### config.mk
export PLATFORM = sky130hd
export DESIGN_NAME = csr_core_state
export DESIGN_NICKNAME = d
export VERILOG_FILES = /design/src/csr_pkg.sv /design/src/csr_core_state.sv /design/src/csr_alu.sv
export SDC_FILE = /design/constraint.sdc
export NUM_CORES = 1
export LEC_CHECK = 0
export ABC_AREA = 0
export ABC_CLOCK_PERIOD_IN_PS = 24800
export BUFFER_PORTS_ARGS = -buffer_cell sky130_fd_sc_hd__buf_2
export CORE_AREA = 2 2 149 151
export DETAILED_ROUTE_END_ITERATION = 8
export DIE_AREA = 0 0 151 153
export PLACE_DENSITY = 0.56
export SLEW_MARGIN = 20
export SYNTH_ARGS = -nofsm -noshare
export SYNTH_HDL_FRONTEND = slang
export SYNTH_SLANG_ARGS = --single-unit
### constraint.sdc
create_clock -name clk -period 24.8 [get_ports clk]
set_clock_uncertainty 0.2 [all_clocks]
set_input_delay 1.24 -clock clk [delete_from_list [all_inputs] [get_ports clk]]
set_output_delay 1.24 -clock clk [all_outputs]
set_load 0.01 [all_outputs]
### src/csr_pkg.sv
/*
  Constants of the core state register block: register offsets, status word
  field positions, reset values and ALU operation codes.
  Assumes a single 100 MHz core clock and a synchronous active-low reset.
*/
package csr_pkg;

  // Register port offsets
  localparam logic [2:0] OFF_ALU_STATUS_WORD = 3'h0;
  localparam logic [2:0] OFF_PRIMARY_OPERAND = 3'h1;
  localparam logic [2:0] OFF_MULDIV_REG      = 3'h2;
  localparam logic [2:0] OFF_PTR_LOW         = 3'h3;
  localparam logic [2:0] OFF_PTR_HIGH        = 3'h4;
  localparam logic [2:0] OFF_VECTOR_CFG      = 3'h5;

  // Status word field positions
  localparam int unsigned BIT_CARRY      = 7;
  localparam int unsigned BIT_HALF_CARRY = 6;
  localparam int unsigned BIT_USER_FLAG  = 5;
  localparam int unsigned BIT_BANK_HI    = 4;
  localparam int unsigned BIT_BANK_LO    = 3;
  localparam int unsigned BIT_OVERFLOW   = 2;
  localparam int unsigned BIT_USER_FLAG1 = 1;
  localparam int unsigned BIT_PARITY     = 0;

  // Secondary vector configuration fields
  localparam int unsigned BIT_VEC_ENABLE = 7;
  localparam int unsigned VEC_ADR_SHIFT  = 9;

  // Reset values and status write mask
  localparam logic [7:0]  RST_STATUS_WORD  = 8'h00;
  localparam logic [7:0]  RST_BYTE         = 8'h00;
  localparam logic [15:0] RST_POINTER      = 16'h0000;
  localparam logic [7:0]  STATUS_WR_MASK   = 8'hfe;

  // Bank base addresses in internal RAM
  localparam logic [7:0] BANK_STRIDE = 8'h08;

  typedef enum logic [2:0]
  {
    CSR_OP_NONE = 3'b000,
    CSR_OP_ADD  = 3'b001,
    CSR_OP_ADDC = 3'b010,
    CSR_OP_SUBB = 3'b011,
    CSR_OP_MUL  = 3'b100,
    CSR_OP_DIV  = 3'b101
  } csr_op_t;

endpackage : csr_pkg

### src/csr_core_state.sv
/*
  Architectural state registers of an 8-bit core: instruction pointer with its
  start address, primary operand register, multiply/divide register and the
  ALU status word. Software reaches all but the pointer over a plain strobe port.
  Assumes an instruction decoder drives the ALU and pointer controls on clk.
*/
// Added by the designer: the plain strobed port and the address map.
`timescale 1ns/1ns
`default_nettype none

// Contract
// - 16-bit pointer resets to zero
// - Secondary vector loads pointer when enabled
// - Pointer not in register address space
// - Operand register feeds ALU, takes result
// - Muldiv holds mul/div results, else storage
// - Status word resets zero, bit0 read-only
// - Status captures arithmetic result flags
// - Bit7 carry or borrow
// - Bit6 half carry out of nibble
// - Bank select maps working register base
// - Bit2 signed overflow
// - Bit0 parity of operand register
module csr_core_state
(
  // Clock and reset
  input  wire logic             clk,
  input  wire logic             rstn,
  // Register port
  input  wire logic       [2:0] reg_addr,
  input  wire logic       [7:0] reg_wdata,
  input  wire logic             reg_wr,
  input  wire logic             reg_rd,
  output logic            [7:0] reg_rdata,
  // Decoder controls
  input  wire csr_pkg::csr_op_t alu_op,
  input  wire logic       [7:0] alu_operand,
  input  wire logic             ip_advance,
  input  wire logic             ip_load,
  input  wire logic      [15:0] ip_target,
  // State outputs
  output logic           [15:0] instruction_pointer,
  output logic            [7:0] primary_operand_reg,
  output logic            [7:0] muldiv_reg,
  output logic            [7:0] alu_status_word,
  output logic            [7:0] bank_base
);

  logic [7:0] vector_cfg;
  logic [7:0] next_acc;
  logic [7:0] next_muldiv;
  logic [7:0] next_status;
  logic [7:0] next_vector_cfg;
  logic [7:0] next_rdata;
  logic [7:0] next_bank_base;
  logic [15:0] next_ip;
  logic [15:0] start_address;
  logic [7:0] alu_acc;
  logic [7:0] alu_md;
  logic       alu_cy;
  logic       alu_ac;
  logic       alu_ov;
  logic       arith_op;
  logic       flag_op;
  logic       wr_status;
  logic       wr_acc;
  logic       wr_md;
  logic       wr_vec;
  logic       parity;
  logic [1:0] bank_select;
  logic       start_pending;

  csr_alu u_alu
  (
    .acc            (primary_operand_reg),
    .operand        (alu_operand),
    .muldiv         (muldiv_reg),
    .carry_in       (alu_status_word[csr_pkg::BIT_CARRY]),
    .op             (alu_op),
    .acc_result     (alu_acc),
    .muldiv_result  (alu_md),
    .carry_out      (alu_cy),
    .half_carry_out (alu_ac),
    .overflow_out   (alu_ov)
  );

  // Write and operation decode
  assign wr_status = reg_wr && (reg_addr == csr_pkg::OFF_ALU_STATUS_WORD);
  assign wr_acc    = reg_wr && (reg_addr == csr_pkg::OFF_PRIMARY_OPERAND);
  assign wr_md     = reg_wr && (reg_addr == csr_pkg::OFF_MULDIV_REG);
  assign wr_vec    = reg_wr && (reg_addr == csr_pkg::OFF_VECTOR_CFG);
  assign arith_op  = (alu_op != csr_pkg::CSR_OP_NONE);
  assign flag_op   = (alu_op == csr_pkg::CSR_OP_ADD) || (alu_op == csr_pkg::CSR_OP_ADDC) ||
                     (alu_op == csr_pkg::CSR_OP_SUBB);

  // Operand register path
  // A decoder operation wins over a software write in the same cycle
  assign next_acc = arith_op ? alu_acc : (wr_acc ? reg_wdata : primary_operand_reg);

  assign next_muldiv = ((alu_op == csr_pkg::CSR_OP_MUL) || (alu_op == csr_pkg::CSR_OP_DIV)) ? alu_md :
                       (wr_md ? reg_wdata : muldiv_reg);

  // Parity of next operand
  // Parity follows the value the operand register is about to hold
  assign parity = ^next_acc;

  always_comb
  begin
    next_status = alu_status_word;
    if (wr_status)
    begin
      next_status = reg_wdata & csr_pkg::STATUS_WR_MASK;
    end
    if (arith_op)
    begin
      next_status[csr_pkg::BIT_OVERFLOW] = alu_ov;
      if (flag_op)
      begin
        next_status[csr_pkg::BIT_CARRY]      = alu_cy;
        next_status[csr_pkg::BIT_HALF_CARRY] = alu_ac;
      end
      else
      begin
        next_status[csr_pkg::BIT_CARRY] = 1'b0;
      end
    end
    next_status[csr_pkg::BIT_PARITY] = parity;
  end

  assign bank_select    = next_status[csr_pkg::BIT_BANK_HI:csr_pkg::BIT_BANK_LO];
  assign next_bank_base = {6'h00, bank_select} * csr_pkg::BANK_STRIDE;

  assign next_vector_cfg = wr_vec ? reg_wdata : vector_cfg;

  assign start_address = vector_cfg[csr_pkg::BIT_VEC_ENABLE] ?
                         (16'(vector_cfg[3:0]) << csr_pkg::VEC_ADR_SHIFT) : csr_pkg::RST_POINTER;

  // Pointer sequencing
  // The start address is taken one cycle after reset so the vector setting applies
  assign next_ip = start_pending ? start_address :
                   ip_load       ? ip_target :
                   ip_advance    ? instruction_pointer + 16'h0001 : instruction_pointer;

  // Pointer kept off the register port
  // Offsets 3 and 4 are left unmapped and read as zero
  always_comb
  begin
    next_rdata = 8'h00;
    case (reg_addr)
      csr_pkg::OFF_ALU_STATUS_WORD: next_rdata = alu_status_word;
      csr_pkg::OFF_PRIMARY_OPERAND: next_rdata = primary_operand_reg;
      csr_pkg::OFF_MULDIV_REG:      next_rdata = muldiv_reg;
      csr_pkg::OFF_VECTOR_CFG:      next_rdata = vector_cfg;
      default:                      next_rdata = 8'h00;
    endcase
  end

  always_ff @(posedge clk)
  begin
    if (!rstn)
    begin
      instruction_pointer <= csr_pkg::RST_POINTER;
      start_pending       <= 1'b1;
    end
    else
    begin
      instruction_pointer <= next_ip;
      start_pending       <= 1'b0;
    end
  end

  always_ff @(posedge clk)
  begin
    if (!rstn)
    begin
      primary_operand_reg <= csr_pkg::RST_BYTE;
      muldiv_reg          <= csr_pkg::RST_BYTE;
      alu_status_word     <= csr_pkg::RST_STATUS_WORD;
      bank_base           <= csr_pkg::RST_BYTE;
    end
    else
    begin
      primary_operand_reg <= next_acc;
      muldiv_reg          <= next_muldiv;
      alu_status_word     <= next_status;
      bank_base           <= next_bank_base;
    end
  end

  // Vector setting survives reset, as an option byte would
  always_ff @(posedge clk)
  begin
    vector_cfg <= next_vector_cfg;
  end

  always_ff @(posedge clk)
  begin
    if (!rstn)
    begin
      reg_rdata <= csr_pkg::RST_BYTE;
    end
    else
    begin
      reg_rdata <= reg_rd ? next_rdata : 8'h00;
    end
  end

  // Assertions

  ip_reset_a: assert property (@(posedge clk) !rstn |=> instruction_pointer == csr_pkg::RST_POINTER)
    else $error("pointer not zero after reset");

  ip_vector_a: assert property (@(posedge clk) disable iff (!rstn)
    start_pending |=> instruction_pointer == $past(start_address))
    else $error("pointer missed start address");

  ip_load_a: assert property (@(posedge clk) disable iff (!rstn)
    !start_pending && ip_load |=> instruction_pointer == $past(ip_target))
    else $error("pointer missed load target");

  ip_step_a: assert property (@(posedge clk) disable iff (!rstn)
    !start_pending && !ip_load && ip_advance |=>
    instruction_pointer == 16'($past(instruction_pointer) + 16'h0001))
    else $error("pointer missed increment");

  ip_hold_a: assert property (@(posedge clk) disable iff (!rstn)
    !start_pending && !ip_load && !ip_advance |=> $stable(instruction_pointer))
    else $error("pointer moved while idle");

  status_reset_a: assert property (@(posedge clk) !rstn |=> alu_status_word == csr_pkg::RST_STATUS_WORD)
    else $error("status word not cleared by reset");

  status_read_a: assert property (@(posedge clk) disable iff (!rstn)
    reg_rd && (reg_addr == csr_pkg::OFF_ALU_STATUS_WORD) |=> reg_rdata == $past(alu_status_word))
    else $error("status word read wrong");

  parity_track_a: assert property (@(posedge clk) disable iff (!rstn)
    alu_status_word[csr_pkg::BIT_PARITY] == ^primary_operand_reg)
    else $error("parity bit wrong");

  carry_add_a: assert property (@(posedge clk) disable iff (!rstn)
    alu_op == csr_pkg::CSR_OP_ADD |=> alu_status_word[csr_pkg::BIT_CARRY] ==
    (({1'b0, $past(primary_operand_reg)} + {1'b0, $past(alu_operand)}) > 9'h0ff))
    else $error("carry flag wrong after add");

  borrow_sub_a: assert property (@(posedge clk) disable iff (!rstn)
    alu_op == csr_pkg::CSR_OP_SUBB |=> alu_status_word[csr_pkg::BIT_CARRY] ==
    ({1'b0, $past(primary_operand_reg)} <
     ({1'b0, $past(alu_operand)} + {8'h00, $past(alu_status_word[csr_pkg::BIT_CARRY])})))
    else $error("borrow flag wrong after subtract");

  half_carry_a: assert property (@(posedge clk) disable iff (!rstn)
    alu_op == csr_pkg::CSR_OP_ADD |=> alu_status_word[csr_pkg::BIT_HALF_CARRY] ==
    (({1'b0, $past(primary_operand_reg[3:0])} + {1'b0, $past(alu_operand[3:0])}) > 5'h0f))
    else $error("half carry wrong after add");

  half_borrow_a: assert property (@(posedge clk) disable iff (!rstn)
    alu_op == csr_pkg::CSR_OP_SUBB |=> alu_status_word[csr_pkg::BIT_HALF_CARRY] ==
    ({1'b0, $past(primary_operand_reg[3:0])} <
     ({1'b0, $past(alu_operand[3:0])} + {4'h0, $past(alu_status_word[csr_pkg::BIT_CARRY])})))
    else $error("half borrow wrong after subtract");

  overflow_add_a: assert property (@(posedge clk) disable iff (!rstn)
    alu_op == csr_pkg::CSR_OP_ADD |=> alu_status_word[csr_pkg::BIT_OVERFLOW] ==
    (($past(primary_operand_reg[7]) == $past(alu_operand[7])) &&
     (primary_operand_reg[7] != $past(primary_operand_reg[7]))))
    else $error("overflow flag wrong after add");

  acc_result_a: assert property (@(posedge clk) disable iff (!rstn)
    alu_op == csr_pkg::CSR_OP_ADD |=>
    primary_operand_reg == 8'($past(primary_operand_reg) + $past(alu_operand)))
    else $error("operand register missed sum");

  mul_result_a: assert property (@(posedge clk) disable iff (!rstn)
    alu_op == csr_pkg::CSR_OP_MUL |=>
    {muldiv_reg, primary_operand_reg} == {8'h00, $past(primary_operand_reg)} * {8'h00, $past(muldiv_reg)})
    else $error("product not in register pair");

  mul_flags_a: assert property (@(posedge clk) disable iff (!rstn)
    alu_op == csr_pkg::CSR_OP_MUL |=>
    !alu_status_word[csr_pkg::BIT_CARRY] && (alu_status_word[csr_pkg::BIT_OVERFLOW] == (muldiv_reg != 8'h00)))
    else $error("flags wrong after multiply");

  div_result_a: assert property (@(posedge clk) disable iff (!rstn)
    alu_op == csr_pkg::CSR_OP_DIV && muldiv_reg != 8'h00 |=>
    primary_operand_reg == $past(primary_operand_reg) / $past(muldiv_reg) &&
    muldiv_reg == $past(primary_operand_reg) % $past(muldiv_reg))
    else $error("quotient or remainder wrong");

  div_zero_a: assert property (@(posedge clk) disable iff (!rstn)
    alu_op == csr_pkg::CSR_OP_DIV && muldiv_reg == 8'h00 |=>
    alu_status_word[csr_pkg::BIT_OVERFLOW] && $stable(primary_operand_reg))
    else $error("divide by zero not flagged");

  user_flag_a: assert property (@(posedge clk) disable iff (!rstn)
    wr_status && !arith_op |=> alu_status_word[7:1] == $past(reg_wdata[7:1]))
    else $error("status write not stored");

  user_hold_a: assert property (@(posedge clk) disable iff (!rstn)
    !wr_status |=> $stable(alu_status_word[csr_pkg::BIT_USER_FLAG]))
    else $error("user flag changed without write");

  bank_map_a: assert property (@(posedge clk) disable iff (!rstn)
    ##1 bank_base == {3'h0, alu_status_word[csr_pkg::BIT_BANK_HI:csr_pkg::BIT_BANK_LO], 3'h0})
    else $error("bank base mismatch");

  bank_hold_a: assert property (@(posedge clk) disable iff (!rstn)
    !wr_status |=> $stable(bank_base))
    else $error("bank base changed without write");

  ptr_hidden_a: assert property (@(posedge clk) disable iff (!rstn)
    reg_rd && (reg_addr == csr_pkg::OFF_PTR_LOW || reg_addr == csr_pkg::OFF_PTR_HIGH) |=> reg_rdata == 8'h00)
    else $error("pointer visible on register port");

  rdata_idle_a: assert property (@(posedge clk) disable iff (!rstn)
    !reg_rd |=> reg_rdata == 8'h00)
    else $error("read data without read strobe");

  add_seen_c: cover property (@(posedge clk) disable iff (!rstn) alu_op == csr_pkg::CSR_OP_ADD ##1 alu_status_word[7]);
  div_zero_c: cover property (@(posedge clk) disable iff (!rstn) alu_op == csr_pkg::CSR_OP_DIV && muldiv_reg == 8'h00);
  mul_seen_c: cover property (@(posedge clk) disable iff (!rstn) alu_op == csr_pkg::CSR_OP_MUL);
  vec_start_c: cover property (@(posedge clk) start_pending && vector_cfg[7]);
  bank_three_c: cover property (@(posedge clk) disable iff (!rstn) bank_base == 8'h18);

endmodule : csr_core_state

`default_nettype wire

### src/csr_alu.sv
/*
  Combinational arithmetic unit of the core state block: add, add with carry,
  subtract with borrow, multiply and divide on 8-bit operands with flags.
  Assumes the caller registers every result.
*/
`timescale 1ns/1ns
`default_nettype none

module csr_alu
(
  // Operands
  input  wire logic           [7:0] acc,
  input  wire logic           [7:0] operand,
  input  wire logic           [7:0] muldiv,
  input  wire logic                 carry_in,
  input  wire csr_pkg::csr_op_t     op,
  // Results
  output logic                [7:0] acc_result,
  output logic                [7:0] muldiv_result,
  output logic                      carry_out,
  output logic                      half_carry_out,
  output logic                      overflow_out
);

  logic [8:0] sum_full;
  logic [4:0] sum_low;
  logic       cin;
  logic [7:0] opb;
  logic       is_sub;
  logic [15:0] product;
  logic        div_zero;

  assign is_sub   = (op == csr_pkg::CSR_OP_SUBB);
  assign cin      = (op == csr_pkg::CSR_OP_ADD) ? 1'b0 : carry_in;
  // Subtraction with borrow as addition of the inverted operand
  assign opb      = is_sub ? ~operand : operand;
  assign sum_full = {1'b0, acc} + {1'b0, opb} + {8'h00, is_sub ^ cin};
  assign sum_low  = {1'b0, acc[3:0]} + {1'b0, opb[3:0]} + {4'h0, is_sub ^ cin};
  assign product  = {8'h00, acc} * {8'h00, muldiv};
  assign div_zero = (muldiv == 8'h00);

  always_comb
  begin
    acc_result     = acc;
    muldiv_result  = muldiv;
    carry_out      = 1'b0;
    half_carry_out = 1'b0;
    overflow_out   = 1'b0;
    case (op)
      csr_pkg::CSR_OP_ADD, csr_pkg::CSR_OP_ADDC, csr_pkg::CSR_OP_SUBB:
      begin
        acc_result     = sum_full[7:0];
        carry_out      = sum_full[8] ^ is_sub;
        half_carry_out = sum_low[4] ^ is_sub;
        overflow_out   = (acc[7] == opb[7]) && (sum_full[7] != acc[7]);
      end
      csr_pkg::CSR_OP_MUL:
      begin
        acc_result    = product[7:0];
        muldiv_result = product[15:8];
        overflow_out  = (product[15:8] != 8'h00);
      end
      csr_pkg::CSR_OP_DIV:
      begin
        // A zero divisor leaves both registers unchanged and sets overflow
        acc_result    = div_zero ? acc : acc / muldiv;
        muldiv_result = div_zero ? muldiv : acc % muldiv;
        overflow_out  = div_zero;
      end
      default:
      begin
        acc_result = acc;
      end
    endcase
  end

endmodule : csr_alu

`default_nettype wire

==> flow_metrics.py <==
metrics = {
    "setup_path": {
        "worstPathRequired_ps": 24860,
        "crit_fanout": 17,
        "critical_path.startpoint_type": "flop",
        "end_kind": "flop",
        "cpMostUsedCell": "ha_1",
        "slowest_delay_ps": 870,
        "critPathArrivalTime_ps": 13460,
        "slowest_stage": "a2111oi_2",
        "criticalPathCategory": "reg2reg",
    },
    "synth": {
        "synth_area_sq_um": 7360,
        "yosysSeqAreaShare_pct": 16.6,
        "synth-seq-cells": 57,
        "synth_edf_count": 8,
        "async_reset_ff_share_pct": 0,
        "yosysTopAreaCell": "ha_1",
        "synth.area.top_cells": "ha_1, dfxtp_1, fa_1",
        "yosysWarningCount": 0,
        "yosysTopAreaCellShare_pct": 14.6,
        "synth.distinct_cells": 67,
        "synthCells": 929,
        "syn_area_per_cell_sq_um": 7.93,
        "synth_flop_cell": "dfxtp_1",
    },
    "timing": {
        "relSlewSlack_pct": 37.9,
        "finalSetupViolCount": 0,
        "slew_violations": 0,
        "fin_setup_tns_ps": 0,
        "post-route-period-util_pct": 54.0,
        "rsz0062_at_grt": "false",
        "hold_viol_final": 0,
        "worst_pin_slew_ps": 930,
        "max_freq_ghz": 0.0746,
        "min_period_ps": 13400,
    },
    "clock_tree": {
        "cts_buffers": 9,
        "cts-root-buf": "clkbuf_16",
        "post-cts-setup-buffers": 0,
        "cts-resized-gates": 0,
        "clk_pin_slew_ps": 60,
        "htreeDepth": 3,
        "clock-sinks": 57,
        "clock_path_buffers": 2,
        "clk_latency_ps": 330,
        "holdBufCountCts": 0,
        "cts_tree": "done",
    },
    "global_routing": {
        "grt_max_degree": 34,
        "grt_use_total_pct": 20.6,
        "antenna_found_initial": 0,
        "grt_pass1_wl_mm": 37.1,
        "grt_pass1_vias": 6794,
        "grt.overflow.total": 0,
    },
    "routing": {
        "ant_nets": 0,
        "drtPass1Iterations": 5,
        "wl_per_cell_um": 18.5,
        "routed_wl_mm": 23.7,
        "drcViolationCount": 0,
        "num_vias": 7002,
        "via_per_inst": 5.47,
        "drtIter0Drc": 411,
    },
    "floorplan": {
        "initial_core_util_pct": 34.3,
        "die-area_sq_um": 23100,
        "die_w_um": 151,
        "io_pins": 100,
        "fp.coreArea_sq_um": 21500,
        "die_h_um": 153,
        "std_cell_rows": 54,
    },
    "finish": {
        "final_util_pct": 38.8,
        "area_growth_pct": 13.3,
        "final_common_cell": "nor2_1",
        "layout-drive-gt1-share_pct": 14.2,
        "regMostFlops": "instruction_pointer",
        "multi_input_area_sq_um": 5690,
        "nets": 1165,
        "antenna_cells": 0,
        "largest_reg_flops": 16,
        "regArea_sq_um": 1220,
        "n_fill_cell": 2279,
        "final_cell_mix": "nor2_1, buf_2, ha_1",
    },
    "placed_design": {
        "dp_hpwl_mm": 18.3,
        "gp_congestion": 0.913,
        "io_buffers": 93,
    },
    "flow_run": {
        "drv_cap": 0,
    },
    "outcome": {
        "run_status": "finished clean",
    },
    "min_path": {
        "hp-class": "reg2reg",
    },
}
-- Yosys cell counts, drive strengths merged, types with 5 or more instances --
master and number:
a211o 5, a211oi 6, a21o 18, a21oi 75, a221oi 5, a31oi 6
and2 17, and3 9, buf 14, clkbuf 39, dfxtp 49, edfxtp 8
fa 39, ha 86, inv 62, mux2 13, mux2i 27, nand2 70
nand2b 9, nand3 17, nand4 9, nor2 121, nor3 28, nor4 5
o211ai 8, o21a 15, o21ai 36, o22ai 9, or2 7, or3 7
xnor2 36, xor2 19
-- path summary, 6_finish.rpt --
kind	from	end	slack (ps)	cells after the start
setup reg to reg	muldiv_reg[5]	alu_status_word[0]	11400	45
hold reg to reg	alu_status_word[5]	alu_status_word[5]	350	2
hold / removal	alu_status_word[5]	alu_status_word[5]	350	2
setup / recovery	muldiv_reg[5]	alu_status_word[0]	11400	45
-- logic make-up (layout without fill, tap and decap cells) --
| group | count (synthesis) | count (layout) | synth area share [%] |
|---|---|---|---|
| AO/OA/AOI/OAI | 220 | 220 | 19.3 |
| multiplexers | 40 | 40 | 5.81 |
| other | 1 | 6 | 0.0509 |
| buffers and inverters | 117 | 183 | 6.54 |
| AND/OR/NAND/NOR | 313 | 313 | 19.7 |
| adder cells (fa/ha/maj) | 125 | 125 | 25.2 |
| flip-flops | 57 | 57 | 16.6 |
| XOR/XNOR | 56 | 56 | 6.85 |
-- through the flow --
step | area, sq um | instances | setup slack, ps | hold slack, ps
2_1_floorplan | 7380 | 934 | 12940 | 343
4_1_cts | 8340 | 1280 | 11500 | 346
3_3_place_gp | 8050 | 1265 | 11790 | 319
6_report | 8340 | 1280 | 11400 | 354
3_5_place_dp | 8050 | 1265 | 11540 | 330
5_1_grt | 8340 | 1280 | 10290 | 387
-- layer usage --
metal	routed length [um]	GRT usage [%]	up-vias
met1	10600	27.8	3377
met4	705	6.72	0
met5	0	0	-
li1	-	-	3381
met3	1340	2.54	31
met2	11000	34.1	213
-- layout make-up --
class | instances | area share, %
Inverter | 64 | 2.88
Sequential cell | 57 | 14.6
Timing Repair Buffer | 104 | 6.57
Tap cell | 280 | 4.20
Clock buffer | 12 | 3.07
Clock inverter | 3 | 0.480
Multi-Input combinational cell | 760 | 68.2
-- worst max-delay path, delay by kind of cell (launching register included) --
| kind | cells | cell delay, ps |
|---|---|---|
| compound gates | 20 | 4480 |
| xor+xnor | 2 | 540 |
| fa+ha+maj | 7 | 2200 |
| flops | 1 | 500 |
| mux | 4 | 1200 |
| simple gates | 12 | 4180 |
Power is not shown: default switching activity piles up to over one toggle a cycle in this logic, so the estimate is an artifact.
